<file path="config.mk">
export PLATFORM = sky130hd
export DESIGN_NAME = rot_set_sleep_exec
export DESIGN_NICKNAME = d
export VERILOG_FILES = /design/src/pkg/rot_set_sleep_pkg.sv /design/src/hw/rot_set_sleep_exec.sv
export SDC_FILE = /design/constraint.sdc
export NUM_CORES = 1
export LEC_CHECK = 0
export BUFFER_PORTS_ARGS = -buffer_cell sky130_fd_sc_hd__buf_2
export CAP_MARGIN = 25
export CELL_PAD_IN_SITES_DETAIL_PLACEMENT = 0
export CELL_PAD_IN_SITES_GLOBAL_PLACEMENT = 1
export CORE_ASPECT_RATIO = 0.7
export CORE_MARGIN = 2
export CORE_UTILIZATION = 40
export CTS_CLUSTER_DIAMETER = 120
export CTS_CLUSTER_SIZE = 8
export DETAILED_ROUTE_END_ITERATION = 8
export PLACE_DENSITY = 0.86
export SKIP_CTS_REPAIR_TIMING = 1
export SLEW_MARGIN = 0
export SYNTH_ARGS = -nofsm -noshare
export SYNTH_HDL_FRONTEND = slang
export SYNTH_SLANG_ARGS = --single-unit
</file>
<file path="constraint.sdc">
create_clock -name i_clk_sys -period 4.9 [get_ports i_clk_sys]
set_input_delay 0.49 -clock i_clk_sys [delete_from_list [all_inputs] [get_ports i_clk_sys]]
set_output_delay 0.49 -clock i_clk_sys [all_outputs]
set_load 0.02 [all_outputs]
</file>
<file path="src/pkg/rot_set_sleep_pkg.sv">
// Package for the rotate, set-file and sleep execution block.
// Assumes a core with an 8-bit data path and a four-phase instruction cycle.
`default_nettype none
package rot_set_sleep_pkg;
	localparam int          DATA_W       = 8;
	localparam int          ADDR_W       = 12;
	localparam int          BANK_W       = 4;
	localparam int          FADDR_W      = 8;
	localparam int          INSTR_W      = 16;
	localparam logic [7:0]  ALL_ONES     = 8'hFF;
	localparam logic [15:0] SLEEP_CODE   = 16'h0003;
	localparam logic [5:0]  ROT_TOP      = 6'h10;
	localparam logic [6:0]  SET_ONES_TOP = 7'h34;
	localparam int          TOP6_LSB     = 10;
	localparam int          TOP7_LSB     = 9;
	localparam int          D_BIT        = 9;
	localparam int          A_BIT        = 8;
	localparam logic [3:0]  ACCESS_LO    = 4'h0;
	localparam logic [3:0]  ACCESS_HI    = 4'hF;
	localparam logic [7:0]  ACCESS_SPLIT = 8'h80;
	localparam logic        PWR_DOWN_RST = 1'b1;
	localparam logic        TIME_OUT_RST = 1'b1;
	typedef enum logic [3:0] {
		PH_Q1 = 4'b0001,
		PH_Q2 = 4'b0010,
		PH_Q3 = 4'b0100,
		PH_Q4 = 4'b1000
	} phase_e;
endpackage : rot_set_sleep_pkg
`default_nettype wire

</file>
<file path="src/hw/rot_set_sleep_exec.sv">
// Execution logic for rotate-right-no-carry, set-file-to-ones and sleep.
// Assumes the instruction word is steady for a whole cycle and file data is valid from Q2.
`default_nettype none
// Overview of operation
// - Rotate-right-no-carry moves every bit right by one with bit zero going to bit seven, to W when d is 0.
// - With d set to one the rotated value is written back into the addressed file register.
// - With d clear the rotated value goes to W and the file register is left untouched.
// - An access-bank bit of zero selects the access bank, otherwise the bank select register picks the bank.
// - Set-file writes all ones into the addressed register and touches no status flag.
// - Sleep clears the power-down flag.
// - Sleep sets the time-out flag.
// - Sleep clears the watchdog count and its postscaler.
// - Sleep halts the core and stops the oscillator, entering in Q4.
// - A watchdog wake-up from sleep clears the time-out flag.
module rot_set_sleep_exec
	import rot_set_sleep_pkg::*;
(
	input  wire logic                                  i_clk_sys,
	input  wire logic                                  i_nrst,
	input  wire logic [rot_set_sleep_pkg::INSTR_W-1:0] i_instr,
	input  wire logic                                  i_instr_valid,
	input  wire logic [rot_set_sleep_pkg::BANK_W-1:0]  i_bank_select_reg,
	input  wire logic [rot_set_sleep_pkg::DATA_W-1:0]  i_file_rdata,
	input  wire logic                                  i_wake_event,
	input  wire logic                                  i_wake_by_watchdog,
	output logic [rot_set_sleep_pkg::ADDR_W-1:0]       o_file_addr,
	output logic                                       o_file_re,
	output logic                                       o_file_we,
	output logic [rot_set_sleep_pkg::DATA_W-1:0]       o_file_wdata,
	output logic                                       o_w_we,
	output logic [rot_set_sleep_pkg::DATA_W-1:0]       o_w_wdata,
	output logic                                       o_watchdog_clear,
	output logic                                       o_osc_stop,
	output logic                                       o_sleeping,
	output logic                                       o_power_down_flag,
	output logic                                       o_time_out_flag,
	output logic [3:0]                                 o_phase
);
	import rot_set_sleep_pkg::*;

	phase_e             phase_reg;
	phase_e             phase_next;
	logic               sleep_reg;
	logic               pwr_down_reg;
	logic               tmo_reg;
	logic [ADDR_W-1:0]  addr_reg;
	logic [DATA_W-1:0]  wdata_reg;
	logic               fwe_reg;
	logic               wwe_reg;
	logic               wdc_reg;
	logic [DATA_W-1:0]  rot_reg;

	wire                is_rot   = i_instr[INSTR_W-1:TOP6_LSB] == ROT_TOP;
	wire                is_ones  = i_instr[INSTR_W-1:TOP7_LSB] == SET_ONES_TOP;
	wire                is_sleep = i_instr == SLEEP_CODE;
	wire                dest_f   = i_instr[D_BIT];
	wire                abit     = i_instr[A_BIT];
	wire [FADDR_W-1:0]  faddr    = i_instr[FADDR_W-1:0];
	wire [BANK_W-1:0]   acc_bank = (faddr < ACCESS_SPLIT) ? ACCESS_LO : ACCESS_HI;
	wire [BANK_W-1:0]   bank     = abit ? i_bank_select_reg : acc_bank;
	wire [ADDR_W-1:0]   eff_addr = {bank, faddr};
	wire [DATA_W-1:0]   rotated  = {i_file_rdata[0], i_file_rdata[DATA_W-1:1]};
	wire                run      = i_instr_valid & ~sleep_reg;
	wire                in_q4    = phase_reg == PH_Q4;
	wire                in_q3    = phase_reg == PH_Q3;
	wire                in_q2    = phase_reg == PH_Q2;
	wire                do_rot   = run & is_rot;
	wire                do_ones  = run & is_ones;
	wire                do_sleep = run & is_sleep;
	wire                wake     = sleep_reg & i_wake_event;

	always_comb begin
		unique case (phase_reg)
			PH_Q1:   phase_next = PH_Q2;
			PH_Q2:   phase_next = PH_Q3;
			PH_Q3:   phase_next = PH_Q4;
			PH_Q4:   phase_next = PH_Q1;
			default: phase_next = PH_Q1;
		endcase
	end

	always_ff @(posedge i_clk_sys or negedge i_nrst) begin
		if (!i_nrst) begin
			phase_reg <= PH_Q1;
		end else if (!sleep_reg || wake) begin
			phase_reg <= sleep_reg ? PH_Q1 : phase_next;
		end
	end

	always_ff @(posedge i_clk_sys or negedge i_nrst) begin
		if (!i_nrst) begin
			addr_reg <= '0;
			rot_reg  <= '0;
		end else if (in_q2 && (do_rot || do_ones)) begin
			addr_reg <= eff_addr;
			rot_reg  <= rotated;
		end
	end

	always_ff @(posedge i_clk_sys or negedge i_nrst) begin
		if (!i_nrst) begin
			fwe_reg   <= 1'b0;
			wwe_reg   <= 1'b0;
			wdata_reg <= '0;
		end else begin
			fwe_reg   <= in_q3 & ((do_rot & dest_f) | do_ones);
			wwe_reg   <= in_q3 & do_rot & ~dest_f;
			wdata_reg <= do_ones ? ALL_ONES : rot_reg;
		end
	end

	always_ff @(posedge i_clk_sys or negedge i_nrst) begin
		if (!i_nrst) begin
			sleep_reg <= 1'b0;
			pwr_down_reg <= PWR_DOWN_RST;
			tmo_reg      <= TIME_OUT_RST;
			wdc_reg   <= 1'b0;
		end else begin
			wdc_reg <= in_q3 & do_sleep;
			if (in_q4 && do_sleep) begin
				sleep_reg <= 1'b1;
				pwr_down_reg <= 1'b0;
				tmo_reg      <= 1'b1;
			end else if (wake) begin
				sleep_reg <= 1'b0;
				if (i_wake_by_watchdog) begin
					tmo_reg <= 1'b0;
				end
			end
		end
	end

	assign o_file_addr       = (in_q2 || in_q3) ? eff_addr : addr_reg;
	assign o_file_re         = in_q2 & do_rot;
	assign o_file_we         = fwe_reg;
	assign o_file_wdata      = wdata_reg;
	assign o_w_we            = wwe_reg;
	assign o_w_wdata         = wdata_reg;
	assign o_watchdog_clear  = wdc_reg;
	assign o_osc_stop        = sleep_reg;
	assign o_sleeping        = sleep_reg;
	assign o_power_down_flag = pwr_down_reg;
	assign o_time_out_flag   = tmo_reg;
	assign o_phase           = phase_reg;

	// Checks on the rotate path.
	a_rotate_to_w: assert property (@(posedge i_clk_sys) disable iff (!i_nrst)
		(in_q3 && do_rot && !dest_f) |=> (o_w_we && !o_file_we && o_w_wdata == $past(rot_reg)))
		else $error("Rotate to W misrouted.");
	a_rotate_to_f: assert property (@(posedge i_clk_sys) disable iff (!i_nrst)
		(in_q3 && do_rot && dest_f) |=> (o_file_we && !o_w_we))
		else $error("Rotate write-back missing.");
	a_rotate_value: assert property (@(posedge i_clk_sys) disable iff (!i_nrst)
		(in_q2 && do_rot) |=> (rot_reg == {$past(i_file_rdata[0]), $past(i_file_rdata[DATA_W-1:1])}))
		else $error("Rotate value wrong.");
	a_rotate_read: assert property (@(posedge i_clk_sys) disable iff (!i_nrst)
		(in_q2 && do_rot) |-> (o_file_re && o_file_addr == eff_addr))
		else $error("Rotate read missing.");
	a_read_in_q2: assert property (@(posedge i_clk_sys) disable iff (!i_nrst)
		o_file_re |-> (in_q2 && is_rot))
		else $error("Stray file read.");
	a_rotate_addr: assert property (@(posedge i_clk_sys) disable iff (!i_nrst)
		(in_q3 && do_rot && dest_f) |=> (o_file_addr == $past(eff_addr)))
		else $error("Rotate write-back address wrong.");

	// Checks on set-file and bank selection.
	a_set_file_ones_op_ones: assert property (@(posedge i_clk_sys) disable iff (!i_nrst)
		(in_q3 && do_ones) |=> (o_file_we && o_file_wdata == ALL_ONES && $stable(o_time_out_flag)))
		else $error("Set-file did not write ones.");
	a_set_no_w: assert property (@(posedge i_clk_sys) disable iff (!i_nrst)
		(in_q3 && do_ones) |=> (!o_w_we && $stable(o_power_down_flag)))
		else $error("Set-file touched W or a flag.");
	a_set_addr: assert property (@(posedge i_clk_sys) disable iff (!i_nrst)
		(in_q3 && do_ones) |=> (o_file_addr == $past(eff_addr)))
		else $error("Set-file address wrong.");
	a_bank_access: assert property (@(posedge i_clk_sys) disable iff (!i_nrst)
		(in_q2 && do_ones && !abit && faddr < ACCESS_SPLIT) |-> (o_file_addr[ADDR_W-1:FADDR_W] == ACCESS_LO))
		else $error("Access bank not used.");
	a_bank_high: assert property (@(posedge i_clk_sys) disable iff (!i_nrst)
		(in_q2 && (do_rot || do_ones) && !abit && faddr >= ACCESS_SPLIT) |->
		(o_file_addr[ADDR_W-1:FADDR_W] == ACCESS_HI))
		else $error("Upper access bank not used.");
	a_bank_select: assert property (@(posedge i_clk_sys) disable iff (!i_nrst)
		(in_q2 && (do_rot || do_ones) && abit) |-> (o_file_addr[ADDR_W-1:FADDR_W] == i_bank_select_reg))
		else $error("Bank select register ignored.");

	// Checks on sleep and wake.
	a_sleep_flags: assert property (@(posedge i_clk_sys) disable iff (!i_nrst)
		(in_q4 && do_sleep) |=> (!o_power_down_flag && o_time_out_flag && o_sleeping))
		else $error("Sleep flags wrong.");
	a_sleep_timeout: assert property (@(posedge i_clk_sys) disable iff (!i_nrst)
		(in_q4 && do_sleep) |=> o_time_out_flag)
		else $error("Sleep did not set time-out.");
	a_sleep_watchdog: assert property (@(posedge i_clk_sys) disable iff (!i_nrst)
		(in_q3 && do_sleep) |=> o_watchdog_clear ##1 (o_osc_stop && !o_watchdog_clear))
		else $error("Watchdog not cleared before sleep.");
	a_clear_in_q4: assert property (@(posedge i_clk_sys) disable iff (!i_nrst)
		o_watchdog_clear |-> (in_q4 && is_sleep))
		else $error("Stray watchdog clear.");
	a_sleep_enter: assert property (@(posedge i_clk_sys) disable iff (!i_nrst)
		(in_q4 && do_sleep) |=> (o_phase == PH_Q1 && o_osc_stop))
		else $error("Sleep entry wrong.");
	a_sleep_frozen: assert property (@(posedge i_clk_sys) disable iff (!i_nrst)
		(o_sleeping && !i_wake_event) |=> (o_sleeping && o_phase == PH_Q1 && $stable(o_power_down_flag)))
		else $error("Core ran while asleep.");
	a_sleep_quiet: assert property (@(posedge i_clk_sys) disable iff (!i_nrst)
		o_sleeping |-> (!o_file_we && !o_w_we && !o_file_re && !o_watchdog_clear))
		else $error("Strobe while asleep.");
	a_watchdog_wake: assert property (@(posedge i_clk_sys) disable iff (!i_nrst)
		(wake && i_wake_by_watchdog) |=> (!o_time_out_flag && !o_sleeping && o_phase == PH_Q1))
		else $error("Watchdog wake did not clear time-out.");
	a_plain_wake: assert property (@(posedge i_clk_sys) disable iff (!i_nrst)
		(wake && !i_wake_by_watchdog) |=> (!o_sleeping && $stable(o_time_out_flag)))
		else $error("Plain wake changed time-out.");
	a_wake_power: assert property (@(posedge i_clk_sys) disable iff (!i_nrst)
		wake |=> !o_power_down_flag)
		else $error("Power-down flag set by wake.");

	// Checks on decode and timing.
	a_set_file_ones_op_code: assert property (@(posedge i_clk_sys) disable iff (!i_nrst)
		(i_instr_valid && !o_sleeping && i_instr[INSTR_W-1:TOP7_LSB] == SET_ONES_TOP && o_phase == PH_Q3) |=>
		(o_file_we && o_file_wdata == ALL_ONES))
		else $error("Set-file code not decoded.");
	a_sleep_code: assert property (@(posedge i_clk_sys) disable iff (!i_nrst)
		(i_instr_valid && !o_sleeping && i_instr == SLEEP_CODE && o_phase == PH_Q3) |=>
		(o_watchdog_clear ##1 o_sleeping))
		else $error("Sleep code not decoded.");
	a_write_in_q4: assert property (@(posedge i_clk_sys) disable iff (!i_nrst)
		(o_file_we || o_w_we) |-> in_q4)
		else $error("Write outside the last phase.");
	a_phase_onehot: assert property (@(posedge i_clk_sys) disable iff (!i_nrst)
		$onehot(o_phase))
		else $error("Phase not one-hot.");
endmodule : rot_set_sleep_exec
`default_nettype wire

</file>
Word-level counts from Yosys, hierarchy flattened. Index checks and enable logic that the tools add are counted.

Div/mod/pow operators: 0. Magnitude comparators: 1. Multipliers: 0. Reduce and logical (&&, ||, !) cells: 9. Shift-type cells: 0. Add/subtract/negate cells: 0. Eq/ne operators: 7. Multiplexer cells: 11. Bitwise operators: 14.

Operator list (number): $eq 16x2->1 const B (1); $mux 12 (1); $mux 4 (3); $pmux 4 s3 (1); $and 1x1->1 (11); $lt 8x8->1 const B (1); $mux 8 (1); $eq 7x6->1 const B (1); $eq 6x5->1 const B (1); $mux 1 (5); $eq 4x1->1 const B (1); $eq 4x2->1 const B (1); $eq 4x3->1 const B (1); $eq 4x4->1 const B (1); $reduce_bool 2->1 (2); $logic_or 1x1->1 (3); $logic_and 1x1->1 (2); $not 1->1 (2); $reduce_and 2->1 (1); $logic_not 1->1 (1); $or 1x1->1 (1).

Input bits: 33. Memories kept: 0. Bits in read-only memories: 0. Bits in latches: 0. RAM bits: 0. Register bits: 38. Logic and storage cells: 52. Output and inout bits: 40.

Depth between registers and ports, before layout. Gate-level depths: netlist (run 1).

Depth after elaboration: 6. Mapped depth: 5. Gate-level depth less buffers: 3.

Worst setup path before layout (run 1). No wires, ideal clock.

Path type: flip-flop to output port. Start: register phase_reg[0], in the netlist o_phase[0]. End: output o_file_addr[0] (netlist bit). Arrival: 1632 ps. Setup slack: 2778 ps. Required time: 4410 ps. Stages on the path, launching flop included: 5. Path buffers: 2. Path through: dfstp_2 -> clkbuf_1 -> or3_1 -> buf_2 -> mux2_2.

Word-level cells in the longest chain between the ends: 3. Elaborated cells on any way between the ends: 4. Those cells by class: eq/ne: 2; mux: 1; reduce/logical: 1.

Ends and longest elaborated chain: start, declared (line rot_set_sleep_exec.sv:41) `phase_e phase_reg;`; start signal, assigned (line rot_set_sleep_exec.sv:86) `phase_reg <= sleep_reg ? PH_Q1 : phase_next;`; $eq 4x2->1 or $eq 4x3->1 (tied branches) (line rot_set_sleep_exec.sv:66, rot_set_sleep_exec.sv:65); $logic_or 1x1->1 (*) (line rot_set_sleep_exec.sv:133) `assign o_file_addr = (in_q2 || in_q3) ? eff_addr : addr_reg;`; $mux 12 (*) (line rot_set_sleep_exec.sv:133); end, declared (line rot_set_sleep_exec.sv:26) `output logic [rot_set_sleep_pkg::ADDR_W-1:0] o_file_addr,`.

Every way passes the cells marked *; elsewhere a longest branch is shown, timed or not.

Worst setup path in the final report (run 1).
Start: register phase_reg[1], in the netlist o_phase[1]. End: output o_file_addr[6] (netlist bit).

Same word-level chain as after synthesis.

==> results of run 1 <==
## per-stage QoR
step | total power (W) | std cells | instance area, sq um
floorplan | 0.000382 | 144 | 1900
global placement | 0.000415 | 256 | 2220
detailed placement | 0.000416 | 256 | 2220
CTS | 0.000734 | 264 | 2360
global route | 0.000758 | 264 | 2360
finish | 0.000724 | 264 | 2360
## critical path, stage by stage, from the launching register on
cell	delay, ns
dfrtp_1	0.49
xnor2_1	0.16
or3_1	0.55
mux2_2	0.37
buf_2	0.16
## kinds of logic (layout without fill, tap and decap cells)
logic type	Yosys count	count (layout)	synth area share, %
AO/OA/AOI/OAI	11	11	4.36
multiplexers	32	32	23.0
XOR/XNOR	2	2	0.924
buffers and inverters	15	80	6.01
flip-flops	38	38	50.4
AND/OR/NAND/NOR	46	46	15.4
## power groups by stage
stage / sequential, W / combinational, W / clock (W)
global placement: 0.000337 / 0.0000779 / 0
detailed placement: 0.000337 / 0.0000792 / 0
CTS: 0.000331 / 0.0000792 / 0.000324
finish: 0.000331 / 0.0000778 / 0.000315
global route: 0.000333 / 0.0000851 / 0.000340
floorplan: 0.000340 / 0.0000420 / 0
## how the worst min path moves through the flow
stage	startpoint	end	slack (ns)	depth (start not counted)
3_5_place_dp	o_power_down_flag	o_power_down_flag	0.45	1
5_1_grt	i_nrst	rot_reg[6]	0.38	1
4_1_cts	i_nrst	o_file_we	0.33	1
2_1_floorplan	i_nrst	addr_reg[0]	0.19	0
3_3_place_gp	rot_reg[4]	o_file_wdata[4]	0.44	1
6_report	i_nrst	o_watchdog_clear	0.30	1
## cell type report
| class | count | area (sq um) | share of cell area [%] |
|---|---|---|---|
| multi-input cells | 91 | 838 | 35.5 |
| well taps | 55 | 68.8 | 2.92 |
| repair buffers | 72 | 360 | 15.3 |
| flip-flops and latches | 38 | 955 | 40.5 |
| clock inverters | 3 | 68.8 | 2.92 |
| clock buffers | 5 | 68.8 | 2.92 |
## synthesized netlist by cell type, types with 2 or more instances
cell type	count
a21oi_1	2
nand3_1	2
mux2_2	12
dfrtp_1	35
mux2_4	20
buf_6	2
buf_4	11
dfstp_2	3
nor2b_1	4
nor2_1	4
nand2b_1	9
nand3b_1	2
o31ai_1	2
nor4_1	3
o21ai_0	3
nand2_1	11
## metal layers
metal,global-route usage (%),share of wire (%),vias to the layer above
li1,-,-,633
met1,22.5,52,603
met2,22.0,42,50
met3,3.75,5.4,2
met4,5.36,0.71,0
met5,0,0,-
==> metrics, run 1 <==
CP Data Arrival Time=2.02 ns; Total GRT Usage=about 15%; pin count of the biggest net entering global routing=39; cell leakage power=approximately 1.3 nW; Crit Path Class=register to primary output; I/O Buffers=72; net count after synthesis=177; Syn Area/Cell=13.2 sq um; Final Wtd Congestion=0.769; commonest non-fill, non-tap cell in the layout=buf_2; number of global-route vias before repair=1200; crit path from=o_phase[1]; drt drc=0; DIE WIDTH=86.3 um; ys flop type=dfrtp_1; Starting DRT DRC Count=65; Seq/Total Area, Yosys=50.4%; Post-synth EDFFs=0; CTS Root Cell=clkbuf_8; # IOs=73; CP max FO=12; first-pass GRT wire length=5.99 mm; Antenna Nets Post-Route=0; Max Cap Viol=0; Clock Power Share=43.5%; DP HPWL=about 2.8 mm; critical path capture point type=primary output; Initial Utilization=42.6%; share of cells above drive strength 1=56.9%; CP Data Required Time=approximately 4.4 ns; Min Hold Slack=0.304 ns; Layout Nets=241; setup TNS=0 ns; largest cells by area after synthesis=dfrtp_1, mux2_4, mux2_2; top cell type's share of synthesized area=around 46%; VDD IR-drop max=133 uV; wire length per cell=between 10 and 15 um; CP endpoint=o_file_addr[6]; clock latency on the worst-skew pair=between 0.2 and 0.3 ns; FFs w/ async S/R, synth=100%; Yosys warnings=0; setup ws final=2.39 ns; cts bufs inserted=5; Fillers=411; Final Hold Fails=0; Slew @ Worst Pin=0.953 ns; ant diodes=0; status=finished, final reports clean; cell count after synthesis=144; worst hold path type=input pin to async pin; internal power=between 0.0005 and 0.0006 W; gr ovfl total=0; Worst-path clk slew=around 0.08 ns; 1st-pass router iterations=4; vias after detailed routing=around 1300; clock tree sinks=38; Core Box Area=around 4500 sq um; unrepaired setup endpoints after global routing=no; worst r2r path cells=3; Tmin final=2.51 ns; drt via density=4.88; Startpoint Class=register; dpl ws=2.63 ns; die height=61.6 um; total die area=5310 sq um; pwr dens=307 nW/um^2; Layout area overhead=24.5%; final-report max-slew violation count=0; Synth area leader=dfrtp_1; r2r setup slk=2.72 ns; Final Cycle Share=approximately 51%; Netlist cell types=35; Seq pwr share=45.7%; CTS Buffer Depth=2; row cnt=20; combinational power share=10.7%; max reg flops=12; RR Endpoint=addr_reg[8]; Fmax=0.398 GHz; Max transition margin=36.5%; Fin Clk Skew=0.00825 ns; most frequent cells in the layout=buf_2, dfrtp_1, mux2_4, mux2_2, nand2_1; Switch Pwr=0.000159 W; switching share of power=~22%; Finished Core Util=between 50% and 60%; CTS tree=done; routed wire length=3.80 mm; setup violators final=0; Mapped Area=1900 sq um; synthesized flop and latch total=38; htree depth=2; reg2reg start=o_osc_stop; initial antenna violation count=0
Note: power is estimated with default switching activity, not from simulation.
==> run 2: changes to the inputs <==
- CORE_UTILIZATION: 40 -> 37
- PLACE_DENSITY: 0.86 -> 0.8
- clock period: 4.9 -> 2.6 ns (I/O delays scaled with it)
==> run 2 against run 1 <==
Net effect: worst setup slack lost 2.1 ns; wire length down 3.1%; utilization decreased by 4.7 points; count of clock-buffer cells in the layout unchanged; critical path depth unchanged; total power rose by 74%; largest power group unchanged; register-to-register slack got worse by 2.0 ns; clock skew fell by 0.0015 ns; die area grew 7.6%; via count decreased by 2.0%.
==> metrics, run 2 (synthesized netlist as in run 1, its figures left out) <==
status=finished, final reports clean; max reg flops=12 (unchanged); CP Data Required Time=2.34 ns (-2.07 ns); RR Endpoint=addr_reg[6]; setup TNS=0 ns (unchanged); die height=63.9 um (+3.7%); routed wire length=3.68 mm (-3.1%); number of global-route vias before repair=1233 (+2.8%); Worst-path clk slew=0.07 ns (about the same); max incr delay on CP=0.57 ns (+0.02 ns); Final Hold Fails=0 (unchanged); cell leakage power=1.34 nW (-0.47%); CP Data Arrival Time=2.04 ns (+0.02 ns); row cnt=21 (+5.0%); clock latency on the worst-skew pair=0.29 ns (about the same); DP HPWL=2.76 mm (-1.6%); Fin Clk Skew=0.00675 ns (-0.00150 ns); Fmax=0.435 GHz; Initial Utilization=39.0% (-3.6 points); worst r2r path cells=4 (+1); final-report max-slew violation count=0 (unchanged); critical path capture point type=primary output; Max transition margin=45.0% (+8.6 points); drt drc=0 (unchanged); first-pass GRT wire length=5.98 mm (-0.12%); cts bufs inserted=5 (unchanged); total chip power=0.00126 W (+74%); Final Wtd Congestion=0.744 (-3.2%); 1st-pass router iterations=4 (unchanged); # IOs=73 (unchanged); Final Cycle Share=88.4%; CTS Buffer Depth=2 (unchanged); r2r setup slk=0.73 ns (-1.99 ns); Total GRT Usage=14.0% (-1.3 points); Max Cap Viol=0 (unchanged); Antenna Nets Post-Route=0 (unchanged); commonest non-fill, non-tap cell in the layout=buf_2; initial antenna violation count=0 (unchanged); Slew @ Worst Pin=0.825 ns (-0.128 ns); Layout Nets=242 (+0.41%); wire length per cell=13.2 um (-8.3%); pwr dens=537 nW/um^2 (+75%); CTS tree=done; Fillers=450 (+9.5%); Crit Path Class=register to primary output; vias after detailed routing=1262 (-2.0%); Core Box Area=4860 sq um (+9.1%); total die area=5720 sq um (+7.6%); gr ovfl total=0 (unchanged); pin count of the biggest net entering global routing=39 (unchanged); CTS Root Cell=clkbuf_8; Post-Layout Cell Count=279 (+5.7%); worst hold path type=input pin to async pin; DIE WIDTH=89.6 um (+3.8%); Finished Core Util=48.2% (-4.7 points); VDD IR-drop max=184 uV (+39%); cell count after placement=271 (+5.9%); share of cells above drive strength 1=57.1% (+0.21 points); Crit-path slowest cell=or3_1; Startpoint Class=register; critical path, cell by cell=xnor2_1 -> or3_1 -> mux2_2 -> buf_2; ant diodes=0 (unchanged); drt via density=4.52 (-7.3%); setup violators final=0 (unchanged); Layout area overhead=23.7%; htree depth=2 (unchanged); unrepaired setup endpoints after global routing=no; reg2reg start=o_osc_stop; Starting DRT DRC Count=43 (-34%); CP max FO=12 (unchanged); most frequent cells in the layout=buf_2, dfrtp_1, mux2_4, mux2_2, nand2_1; Tmin final=2.30 ns; I/O Buffers=72 (unchanged); clock tree sinks=38 (unchanged)
run 2: changes by cell type in the layout (fill, tap and decap cells not counted):
| cell | delta |
|---|---|
| o2111ai_4 | -1 |
| bufinv_16 | -1 |
| clkinv_4 | -1 |
| buf_4 | +1 |
| clkinv_2 | +2 |
| o2111ai_2 | +1 |
run 2: power breakdown:
group | leakage [nW] | switching, W | internal (W)
clock network | 0.0579 | 0.000208 | 0.000282
logic | 0.766 | 0.0000776 | 0.0000680
registers | 0.514 | 0.0000109 | 0.000613
total | 1.34 | 0.000297 | 0.000963
run 2: critical path: cells and delay by family, from the launching register on:
| family | cells | cell delay [ns] |
|---|---|---|
| xor gates and xnor gates | 1 | 0.17 |
| buffers and inverters | 1 | 0.16 |
| DFF | 1 | 0.48 |
| muxes | 1 | 0.37 |
| and+or+nand+nor | 1 | 0.57 |
run 2: stage by stage:
stage / hold slack, ns / instance area, sq um / setup WS (ns)
global route: 0.143 / 2340 / 0.228
CTS: 0.0937 / 2340 / 0.288
detailed placement: 0.408 / 2240 / 0.623
finish: 0.0660 / 2340 / 0.301
global placement: 0.410 / 2240 / 0.622
floorplan: -0.0356 / 1900 / 0.708
run 2: cell type report:
cell class	count	area, sq um	share of cell area, %
Clock buffer	5	68.8	2.93
Multi-Input combinational cell	91	827	35.3
Clock inverter	3	40.0	1.71
Tap cell	69	86.3	3.68
Timing Repair Buffer	73	368	15.7
Sequential cell	38	955	40.7
run 2: worst max path at each step:
stage                          start              to  slack [ns]  cells past startpoint
after floorplan           o_phase[0]  o_file_addr[0]        0.71                      4
after detailed placement  o_phase[2]  o_file_addr[3]        0.62                      4
final                     o_phase[2]  o_file_addr[3]        0.30                      4
after global placement    o_phase[2]  o_file_addr[0]        0.62                      4
after global routing      o_phase[2]  o_file_addr[3]        0.23                      4
after CTS                 o_phase[2]  o_file_addr[3]        0.29                      4
run 2: layer usage:
metal | wire length (um) | up-vias | track usage (%)
met5 | 0 | - | 0
met4 | 61 | 0 | 5.60
met3 | 204 | 7 | 4.39
met2 | 1650 | 34 | 19.9
met1 | 1770 | 589 | 19.7
li1 | - | 632 | -
==> run 3: changes to the inputs <==
- PLACE_DENSITY: 0.8 -> default
- PLACE_DENSITY_LB_ADDON: default -> 0.08
==> run 3 against run 2 <==
Net effect: worst setup slack improved by 0.0067 ns; cell count unchanged; flip-flop and latch count is the same; via count increased by 5.8%; utilization fell by 0.13 points; combinational power barely moved; fmax is 0.29% higher; hold slack better by 0.014 ns; count of clock-buffer cells in the layout increased by 2; critical endpoint is now o_file_addr[10]; highest routed layer unchanged.
==> metrics, run 3 (synthesized netlist as in run 1, its figures left out) <==
Finished Core Util=48.1% (-0.13 points); critical path capture point type=primary output; setup violators final=0 (unchanged); wire length per cell=14.2 um (+7.4%); share of cells above drive strength 1=56.7% (-0.48 points); pin count of the biggest net entering global routing=39 (unchanged); CTS Buffer Depth=2 (unchanged); row cnt=21 (unchanged); Tmin final=2.29 ns (-0.00666 ns); Startpoint Class=register; drt drc=0 (unchanged); VDD IR-drop max=171 uV (-7.0%); clock latency on the worst-skew pair=0.28 ns (about the same); routed wire length=3.96 mm (+7.4%); status=finished, final reports clean; Layout area overhead=23.4%; Worst-path clk slew=0.07 ns (about the same); Starting DRT DRC Count=20 (-53%); Multi-input gate area=838 sq um (+1.4%); DP HPWL=2.91 mm (+5.4%); Fin Clk Skew=0.00181 ns (-0.00494 ns); ant diodes=0 (unchanged); commonest non-fill, non-tap cell in the layout=buf_2; setup TNS=0 ns (unchanged); Fmax=0.436 GHz (+0.29%); Max Cap Viol=0 (unchanged); # IOs=73 (unchanged); vias after detailed routing=1335 (+5.8%); CP Data Arrival Time=2.03 ns (about the same); most frequent cells in the layout=buf_2, dfrtp_1, mux2_4, mux2_2, nand2_1; r2r setup slk=0.69 ns (-0.04 ns); critical path, cell by cell=xnor2_1 -> or3_1 -> mux2_2 -> buf_2; DIE WIDTH=89.6 um (unchanged); I/O Buffers=72 (unchanged); CTS Root Cell=clkbuf_8; Total GRT Usage=14.6% (+0.56 points); initial antenna violation count=0 (unchanged); total die area=5720 sq um (unchanged); CP max FO=12 (unchanged); CP Data Required Time=2.34 ns (about the same); Crit-path slowest cell=or3_1; Max transition margin=43.0% (-2.0 points); first-pass GRT wire length=6.36 mm (+6.3%); worst hold path type=input pin to async pin; htree depth=2 (unchanged); max reg flops=12 (unchanged); Final Hold Fails=0 (unchanged); cell count after placement=271 (unchanged); Antenna Nets Post-Route=0 (unchanged); Final Cycle Share=88.2% (-0.26 points); max incr delay on CP=0.57 ns (about the same); drt via density=4.78 (+5.8%); total chip power=0.00119 W (-5.9%); 1st-pass router iterations=4 (unchanged); gr ovfl total=0 (unchanged); Fillers=445 (-1.1%); cts bufs inserted=5 (unchanged); register area=955 sq um (unchanged); unrepaired setup endpoints after global routing=no; clock tree sinks=38 (unchanged); CTS tree=done; Crit Path Class=register to primary output; cell leakage power=1.33 nW (-0.72%); pwr dens=507 nW/um^2 (-5.6%); number of global-route vias before repair=1328 (+7.7%); final-report max-slew violation count=0 (unchanged); Core Box Area=4860 sq um (unchanged); Post-Layout Cell Count=279 (unchanged); Initial Utilization=39.0% (unchanged); Final Wtd Congestion=0.756 (+1.7%); Slew @ Worst Pin=0.855 ns (+0.0305 ns); die height=63.9 um (unchanged); Layout Nets=242 (unchanged)
## run 3: cell types whose count changed in the layout (fill, tap and decap cells not counted)
cell,delta
clkinv_2,-1
clkbuf_1,+1
o2111ai_2,-1
clkbuf_8,+1
bufinv_16,-1
o2111ai_4,+1
## run 3: where the power goes
group	leakage, nW	internal, W	switching [W]
Combinational	0.766	0.0000681	0.0000796
Clock	0.0482	0.000214	0.000201
Sequential	0.514	0.000613	0.0000105
Total	1.33	0.000895	0.000291
## run 3: stage by stage
step                      hold WS, ns  worst slack, ns  area [sq um]
final                          0.0803            0.308          2340
after global routing            0.146            0.229          2340
after CTS                       0.116            0.302          2340
after detailed placement        0.429            0.624          2250
after global placement          0.409            0.659          2250
after floorplan               -0.0356            0.708          1900
## run 3: final timing paths
path | startpoint | end | depth (start not counted)
worst max register to register | o_osc_stop | addr_reg[4] | 4
worst min register to register | o_power_down_flag | o_power_down_flag | 1
worst min-delay path | i_nrst | o_phase[1] | 1
min in group i_clk_sys | i_instr[13] | o_w_we | 2
max in group asynchronous | i_nrst | o_phase[3] | 1
worst max-delay path | o_phase[1] | o_file_addr[10] | 4
## run 3: routing by layer
layer	part of all wire (%)	track usage, %	routed length, um
met3	6.2	4.13	245
met2	43	21.0	1710
met5	0	0	0
met1	49	20.5	1940
met4	1.4	5.78	56
## run 3: final cells by class
type                       count  share of cell area, %
sequential                    38                   40.8
tap                           69                   3.69
clock inverter                 1                  0.214
timing repair buffer          73                   15.7
clock buffer                   7                   3.69
multi-input combinational     91                   35.8
## run 3: worst max-delay path, delay by kind of cell, from the launching register on
kind	cells	cell delay [ns]
AND/OR/NAND/NOR	1	0.57
flip-flops	1	0.48
multiplexers	1	0.38
XOR/XNOR	1	0.16
buffers and inverters	1	0.16
